**src/verilog/wwdt_defs.svh**
```systemverilog
// Purpose: Constants for the windowed watchdog timer.
// Assumes: Included by the package, the prescaler, the timer and the bench; the synchroniser does not include it.
// Notes: Offsets are byte addresses on the plain register port.
`ifndef WWDT_DEFS_SVH
`define WWDT_DEFS_SVH
`define WWDT_ADDR_W 8
`define WWDT_OFS_RESTART 8'h00
`define WWDT_OFS_MODE 8'h04
`define WWDT_OFS_STATUS 8'h08
`define WWDT_KEY 8'hA5
`define WWDT_KEY_MSB 31
`define WWDT_KEY_LSB 24
`define WWDT_RESTART_BIT 0
`define WWDT_MODE_RESET 32'h3FFF_2FFF
`define WWDT_MODE_MASK 32'h3FFF_FFFF
`define WWDT_ZERO32 32'h0000_0000
`define WWDT_STAT_PAD 30'h0000_0000
`define WWDT_PRESCALE 128
`define WWDT_CNT_W 12
`define WWDT_CNT_ZERO 12'h000
`define WWDT_CNT_ONE 12'h001
`define WWDT_CNT_RESET 12'hFFF
`endif

```
**src/verilog/wwdt_pkg.sv**
```systemverilog
// Purpose: Types shared by the windowed watchdog timer files.
// Assumes: wwdt_defs.svh supplies the widths.
// Notes: Mode layout matches the register bit order, bit 31 first.
`include "wwdt_defs.svh"
package wwdt_pkg;
   typedef struct packed {
      logic [1:0] reserved;
      logic idle_halt;
      logic debug_halt;
      logic [`WWDT_CNT_W-1:0] delta_window_value;
      logic timer_disable;
      logic processor_reset_only;
      logic fault_reset_enable;
      logic fault_interrupt_enable;
      logic [`WWDT_CNT_W-1:0] counter_reload_value;
   } wwdt_mode_t;

   typedef struct packed {
      logic window_error_flag;
      logic underflow_flag;
   } wwdt_status_t;
endpackage : wwdt_pkg

```
**src/verilog/wwdt_sync.sv**
```systemverilog
// Purpose: Two-flop synchroniser for a group of pin levels.
// Assumes: Inputs are asynchronous levels.
// Notes: The first stage feeds only the second stage.
`timescale 1ns/1ps
module wwdt_sync #(
   parameter int W = 1
) (
   input wire logic sys_clk,
   input wire logic resetn,
   input wire logic [W-1:0] async_in,
   output logic [W-1:0] sync_out
);
   logic [W-1:0] meta_q;
   logic [W-1:0] meta_d;
   logic [W-1:0] sync_q;
   logic [W-1:0] sync_d;

   always_comb begin
      meta_d = async_in;
      sync_d = meta_q;
   end

   always_ff @(posedge sys_clk or negedge resetn) begin
      if (!resetn) begin
         meta_q <= '0;
         sync_q <= '0;
      end else begin
         meta_q <= meta_d;
         sync_q <= sync_d;
      end
   end

   assign sync_out = sync_q;
endmodule : wwdt_sync

```
**src/verilog/wwdt_prescaler.sv**
```systemverilog
// Purpose: Divides slow clock edges into one counter tick per DIV edges.
// Assumes: slow_tick is a one-cycle pulse per slow clock rising edge.
// Notes: restart clears the divider and suppresses that cycle's tick.
`timescale 1ns/1ps
`include "wwdt_defs.svh"
module wwdt_prescaler #(
   parameter int DIV = `WWDT_PRESCALE
) (
   input wire logic sys_clk,
   input wire logic resetn,
   input wire logic slow_tick,
   input wire logic restart,
   output logic tick
);
   localparam int CW = $clog2(DIV);
   localparam logic [CW-1:0] LAST = CW'(DIV - 1);

   logic [CW-1:0] div_q;
   logic [CW-1:0] div_d;
   logic tick_q;
   logic tick_d;

   always_comb begin
      div_d = div_q;
      tick_d = 1'b0;
      if (restart) begin
         div_d = '0;
      end else if (slow_tick) begin
         if (div_q == LAST) begin
            div_d = '0;
            tick_d = 1'b1;
         end else begin
            div_d = div_q + CW'(1);
         end
      end
   end

   always_ff @(posedge sys_clk or negedge resetn) begin
      if (!resetn) begin
         div_q <= '0;
         tick_q <= 1'b0;
      end else begin
         div_q <= div_d;
         tick_q <= tick_d;
      end
   end

   assign tick = tick_q;
endmodule : wwdt_prescaler

```
**src/verilog/wwdt_timer.sv**
```systemverilog
// Purpose: Windowed watchdog with keyed restart, write-once mode, clear-on-read status.
// Assumes: slow_clk, debug_state and idle_mode are asynchronous pin levels.
// Notes: resetn is the processor reset; it reopens the mode register.
`timescale 1ns/1ps
`include "wwdt_defs.svh"
// Contract
// - A keyed restart write with restart bit one restarts; zero does nothing.
// - Restart writes whose upper byte is not the key are ignored entirely.
// - Counter reload value field loads the 12-bit counter on restart or reprogram.
// - Interrupt enable one lets faults raise the interrupt; zero keeps it low.
// - Reset enable one lets faults request reset; zero leaves resets alone.
// - Fault asserts all resets, or only processor reset when that select is set.
// - Restart reloads only while counter is at or below the delta value.
// - Restart while counter exceeds delta is a window error, not a restart.
// - Debug halt set stops counting during debug state; clear keeps running.
// - Idle halt set stops counting during idle mode; clear keeps running.
// - Timer disable set stops the watchdog; clear enables it.
// - Underflow flag sets on underflow and holds until status is read.
// - Window error flag sets on error and holds until status is read.
// - Mode register takes one write after reset and resets to its default.
// - Counter ticks every 128 slow clocks; restart also restarts that divider.
// - Status read or reset clears flags, interrupt and fault signal.
// - Mode write reloads and restarts counter; only processor reset reopens it.
// - Underflow sets its flag and, if reset enabled, asserts the fault signal.
module wwdt_timer #(
   parameter int PRESCALE = `WWDT_PRESCALE
) (
   input wire logic sys_clk,
   input wire logic resetn,
   input wire logic [`WWDT_ADDR_W-1:0] reg_addr,
   input wire logic [31:0] reg_wdata,
   input wire logic reg_wr,
   input wire logic reg_rd,
   output logic [31:0] reg_rdata,
   input wire logic slow_clk,
   input wire logic debug_state,
   input wire logic idle_mode,
   output logic wdt_irq,
   output logic wdt_fault,
   output logic rst_all_req,
   output logic rst_proc_req
);
   // Pin levels after synchronisation
   logic [2:0] pins_sync;
   logic slow_s;
   logic debug_s;
   logic idle_s;
   logic slow_prev_q;
   logic slow_prev_d;
   logic slow_edge;
   logic tick;

   // Register and counter state
   wwdt_pkg::wwdt_mode_t mode_q;
   wwdt_pkg::wwdt_mode_t mode_d;
   wwdt_pkg::wwdt_status_t stat_q;
   wwdt_pkg::wwdt_status_t stat_d;
   logic mode_locked_q;
   logic mode_locked_d;
   logic [`WWDT_CNT_W-1:0] cnt_q;
   logic [`WWDT_CNT_W-1:0] cnt_d;
   logic fault_q;
   logic fault_d;
   logic irq_q;
   logic irq_d;
   logic rst_all_q;
   logic rst_all_d;
   logic rst_proc_q;
   logic rst_proc_d;
   logic [31:0] rdata_q;
   logic [31:0] rdata_d;

   // Decoded events
   logic key_ok;
   logic wr_restart;
   logic wr_mode;
   logic rd_status;
   logic restart_ok;
   logic restart_err;
   logic reload;
   logic halted;
   logic run;
   logic underflow;

   function automatic logic addr_hit(input logic [`WWDT_ADDR_W-1:0] a,
                                     input logic [`WWDT_ADDR_W-1:0] ofs);
      addr_hit = (a == ofs);
   endfunction : addr_hit

   wwdt_sync #(
      .W(3)
   ) u_sync (
      .sys_clk(sys_clk),
      .resetn(resetn),
      .async_in({slow_clk, debug_state, idle_mode}),
      .sync_out(pins_sync)
   );

   assign slow_s = pins_sync[2];
   assign debug_s = pins_sync[1];
   assign idle_s = pins_sync[0];
   assign slow_edge = slow_s && !slow_prev_q;

   wwdt_prescaler #(
      .DIV(PRESCALE)
   ) u_prescaler (
      .sys_clk(sys_clk),
      .resetn(resetn),
      .slow_tick(slow_edge),
      .restart(reload),
      .tick(tick)
   );

   // Register access decode
   always_comb begin
      key_ok = (reg_wdata[`WWDT_KEY_MSB:`WWDT_KEY_LSB] == `WWDT_KEY);
      wr_restart = reg_wr && addr_hit(reg_addr, `WWDT_OFS_RESTART) && key_ok
                   && reg_wdata[`WWDT_RESTART_BIT];
      wr_mode = reg_wr && addr_hit(reg_addr, `WWDT_OFS_MODE) && !mode_locked_q;
      rd_status = reg_rd && addr_hit(reg_addr, `WWDT_OFS_STATUS);
      restart_ok = wr_restart && (cnt_q <= mode_q.delta_window_value);
      restart_err = wr_restart && (cnt_q > mode_q.delta_window_value);
      reload = restart_ok || wr_mode;
      halted = (debug_s && mode_q.debug_halt) || (idle_s && mode_q.idle_halt);
      run = !mode_q.timer_disable && !halted;
      // A reload in the same cycle wins over the tick, so no underflow is taken
      underflow = run && tick && !reload && (cnt_q == `WWDT_CNT_ZERO);
   end

   // Mode register and counter
   always_comb begin
      slow_prev_d = slow_s;
      mode_d = mode_q;
      mode_locked_d = mode_locked_q;
      cnt_d = cnt_q;
      if (wr_mode) begin
         mode_d = wwdt_pkg::wwdt_mode_t'(reg_wdata & `WWDT_MODE_MASK);
         mode_locked_d = 1'b1;
      end
      if (wr_mode) begin
         cnt_d = mode_d.counter_reload_value;
      end else if (restart_ok) begin
         cnt_d = mode_q.counter_reload_value;
      end else if (run && tick) begin
         if (cnt_q == `WWDT_CNT_ZERO) begin
            cnt_d = mode_q.counter_reload_value;
         end else begin
            cnt_d = cnt_q - `WWDT_CNT_ONE;
         end
      end
   end

   // Status flags and fault outputs; a new event wins over the read clear
   always_comb begin
      stat_d.underflow_flag = underflow || (stat_q.underflow_flag && !rd_status);
      stat_d.window_error_flag = restart_err
                                 || (stat_q.window_error_flag && !rd_status);
      fault_d = (mode_q.fault_reset_enable && (underflow || restart_err))
                || (fault_q && !rd_status);
      irq_d = mode_q.fault_interrupt_enable
              && (stat_d.underflow_flag || stat_d.window_error_flag);
      rst_all_d = fault_d && !mode_q.processor_reset_only;
      rst_proc_d = fault_d && mode_q.processor_reset_only;
   end

   // Read data, valid only in the cycle after the read strobe
   always_comb begin
      rdata_d = `WWDT_ZERO32;
      if (reg_rd && addr_hit(reg_addr, `WWDT_OFS_MODE)) begin
         rdata_d = mode_q;
      end else if (rd_status) begin
         rdata_d = {`WWDT_STAT_PAD, stat_q};
      end
   end

   always_ff @(posedge sys_clk or negedge resetn) begin
      if (!resetn) begin
         slow_prev_q <= 1'b0;
         mode_q <= wwdt_pkg::wwdt_mode_t'(`WWDT_MODE_RESET);
         mode_locked_q <= 1'b0;
         cnt_q <= `WWDT_CNT_RESET;
         stat_q <= '0;
         fault_q <= 1'b0;
         irq_q <= 1'b0;
         rst_all_q <= 1'b0;
         rst_proc_q <= 1'b0;
         rdata_q <= `WWDT_ZERO32;
      end else begin
         slow_prev_q <= slow_prev_d;
         mode_q <= mode_d;
         mode_locked_q <= mode_locked_d;
         cnt_q <= cnt_d;
         stat_q <= stat_d;
         fault_q <= fault_d;
         irq_q <= irq_d;
         rst_all_q <= rst_all_d;
         rst_proc_q <= rst_proc_d;
         rdata_q <= rdata_d;
      end
   end

   assign reg_rdata = rdata_q;
   assign wdt_irq = irq_q;
   assign wdt_fault = fault_q;
   assign rst_all_req = rst_all_q;
   assign rst_proc_req = rst_proc_q;
endmodule : wwdt_timer

```
**config.mk**
```make
export PLATFORM = sky130hd
export DESIGN_NAME = wwdt_timer
export DESIGN_NICKNAME = d
export VERILOG_FILES = /design/src/verilog/wwdt_pkg.sv /design/src/verilog/wwdt_sync.sv /design/src/verilog/wwdt_prescaler.sv /design/src/verilog/wwdt_timer.sv
export VERILOG_INCLUDE_DIRS = /design/src /design/src/verilog
export SDC_FILE = /design/constraint.sdc
export NUM_CORES = 1
export LEC_CHECK = 0
export ABC_CLOCK_PERIOD_IN_PS = 7070
export BUFFER_PORTS_ARGS = -buffer_cell sky130_fd_sc_hd__buf_2
export CAP_MARGIN = 25
export CELL_PAD_IN_SITES_DETAIL_PLACEMENT = 0
export CELL_PAD_IN_SITES_GLOBAL_PLACEMENT = 1
export CORE_MARGIN = 3
export CORE_UTILIZATION = 46
export DETAILED_ROUTE_END_ITERATION = 6
export HOLD_SLACK_MARGIN = 0.05
export PLACE_DENSITY_LB_ADDON = 0.1
export SYNTH_ARGS = -nofsm -noshare
export SYNTH_HDL_FRONTEND = slang
export SYNTH_SLANG_ARGS = --single-unit
```
**constraint.sdc**
```tcl
create_clock -name sys_clk -period 7.07 [get_ports sys_clk]
set_clock_uncertainty 0.1 [all_clocks]
set_input_delay 0.707 -clock sys_clk [delete_from_list [all_inputs] [get_ports sys_clk]]
set_output_delay 0.707 -clock sys_clk [all_outputs]
set_load 0.02 [all_outputs]
```
==> run metrics <==
Starting Density between 40% and 50%; vias per cell between 5 and 6; pre-CTS setup slack ~4 ns; synth cell count leaders 88 x nand2_1, 55 x dfrtp_1, 39 x dfstp_2; largest net degree at the start of global routing 56; Post-synth EDFFs 0; CTS Buf Count 9; net switching fraction of the power 27.0%; WP data required a little over 7 ns; count of different cell masters after synthesis 58; share of total power in combinational logic a little under an eighth; Compound-Gate Fraction of Synth Area under 10%; clock root buffer clkbuf_8; Worst VDD drop ~0.00014 V; worst hold path class in2async; number of synthesis warnings 0; slew margin rel. a little over two fifths; Max clock buf depth 2; CTS tree done; final hold violations 0; cell with the most instances after synthesis nand2_1; RSZ-0062 raised after global routing no; adder-cell share of the synthesized area between 4 and 5%; Rows 34; Slew Limit Fails 0; register area share after synthesis 55.3%; Final Util a little under three fifths; Setup TNS 0 ns; Clock power frac a little over a third; Setup Buffers After CTS 0; vias in the first global route approximately 3.2k; top-level I/O count just over 80; Clock Pin Slew Worst Setup and Hold Paths 0.10 ns; Leakage between 2 and 3 nW; Synth top area share 31.7%; Cell Area, Placed 4870 sq um; die footprint approximately 11000 sq um; placed insts a little under 600; Max Cap Viol 0; final setup fails 0; largest family of logic cells by synthesized area simple AND/OR/NAND/NOR gates; fin crit period 3.11 ns; GRT Total Usage roughly a fifth; asr flop ratio synth 100%; Post-Synthesis Cells between 400 and 500; overall power 1.17 mW; WS Path Type reg2reg; initial drt markers 88; Final period util between 40 and 50%; Startpoint Class flop; Area Overhead vs Synth 17.3%; Fmax ~0.32 GHz; Synth area leader dfrtp_1; final wirelength between 9000 and 10000 microns; FILL cells 854; Post-DRT Antenna Nets 0; DR vias 3224; Post-Synth Simple-Gate Area between 20 and 25%; Clk Latency, worst-skew pair 0.36 ns; share of layout cells above drive strength 1 a little under a third; Post-synth top flop dfrtp_1; DR WL/cell approximately 16 microns; slack of the critical path slightly below 4 ns; hold slack 0.197 ns; iteration count of the initial detailed-routing pass 4; Pwr Density around 230 nW/um^2; CTS-repair resized insts 0; Final #Nets between 500 and 600; Final Non-Filler Cells 611; initial antenna violation count 0; Hold-fix buffers, CTS 0; Cell Area, Synth 4340 sq um; Yosys reg bits between 90 and 100; global-route wire length before repair 16100 microns; Sink Count 94; number of diodes 0; status finished clean; sequential power share 53.3%; CP Capture Type flop; # DRC 0; xor/xnor share of the synthesized area under 10%; Max Fanout on Critical Path 15; post-synthesis mux area share ~2.3%; H-tree levels 3; actual slew at the worst max-slew pin 0.841 ns; Remaining Overflow, GRT 0; placed wire-length estimate 7090 microns; syn avg cell area slightly above 10 sq um; P_sw around 0.32 mW; die width 103 microns; routability cong. slightly above 0.8; Core ar. 8930 sq um; Design Area, Final ~5100 sq um; CP Data Arrival Time roughly 3.3 ns; Port-buffer cells 80; die height 103 microns; synth top area cells dfrtp_1 32%, dfstp_2 24%, nand2_1 7.6%; P_int between 0.8 and 0.9 mW
## cell usage in the layout, fill, tap and decap left out, types with 3 or more instances in the layout
cell type and instances:
nor2b_1 4, buf_4 5, a2bb2oi_1 3, a31oi_1 3
dfrtp_1 55, nand2_1 88, xor2_1 5, o211ai_1 8
a21oi_1 9, nand2b_1 4, xnor2_1 7, nand3_1 17
o21ai_1 15, and2_1 30, ha_1 15, o21ai_0 5
nor3_1 7, clkbuf_8 9, nand4_1 7, a22o_1 3
mux2_4 6, inv_1 17, dfstp_2 39, buf_2 79
nor2_1 14
## final timing paths
check                                 start                 end  slack, ns  depth (start not counted)
max                                cnt_q[0]           cnt_q[11]       3.96                          9
min                                  resetn        reg_rdata[7]       0.20                          1
max reg2reg                        cnt_q[0]           cnt_q[11]       3.96                          9
min reg2reg                u_sync.meta_q[0]  u_sync.sync_out[0]       0.26                          0
max in group asynchronous            resetn        reg_rdata[9]       5.63                          2
min in group sys_clk       u_sync.meta_q[0]  u_sync.sync_out[0]       0.26                          0
## area by class of cell
cell class	count	area [sq um]	area share, %
Timing Repair Buffer	85	460	9.04
Sequential cell	94	2400	47.1
Clock buffer	9	124	2.43
Clock inverter	7	105	2.06
Tap cell	108	135	2.65
Multi-Input combinational cell	291	1810	35.4
Inverter	17	63.8	1.25
## cell families (layout without fill, tap and decap cells)
kind of cell	Yosys count	count (layout)
xor+xnor	12	12
mux	7	7
compound gates	62	62
other cells	1	2
fa+ha+maj	15	15
flops	94	94
simple gates	193	193
buf+inv	34	118
## power by group through the flow
stage	Combinational, mW	Sequential (mW)	Clock, mW
global placement	0.135	0.630	0
CTS	0.140	0.623	0.417
finish	0.139	0.623	0.407
global route	0.161	0.629	0.439
detailed placement	0.139	0.632	0
floorplan	0.0927	0.623	0
## critical path, cell delays in order (launching register included)
cell	delay [ns]
dfstp_2	0.60
inv_1	0.12
ha_1	0.19
nor2b_1	0.11
o211ai_1	0.09
a211o_1	0.29
a31oi_1	0.33
o21ai_4	0.20
nor2_2	0.60
mux2_2	0.40
## registers in the layout (all words and copies together), names as in the netlist
name	flops
reg_rdata	30
cnt_q	12
u_prescaler.div_q	7
u_sync.sync_out	3
stat_q	2
u_prescaler.tick	1
rst_all_req	1
mode_q	30
slow_prev_q	1
mode_locked_q	1
wdt_fault	1
wdt_irq	1
u_sync.meta_q	3
rst_proc_req	1
## layer usage
layer,share of wire [%],track usage [%]
met5,0,0
met4,1.3,6.57
met3,4.4,2.82
met2,46,30.6
met1,48,29.0
Power figures use the tool's default switching activity.
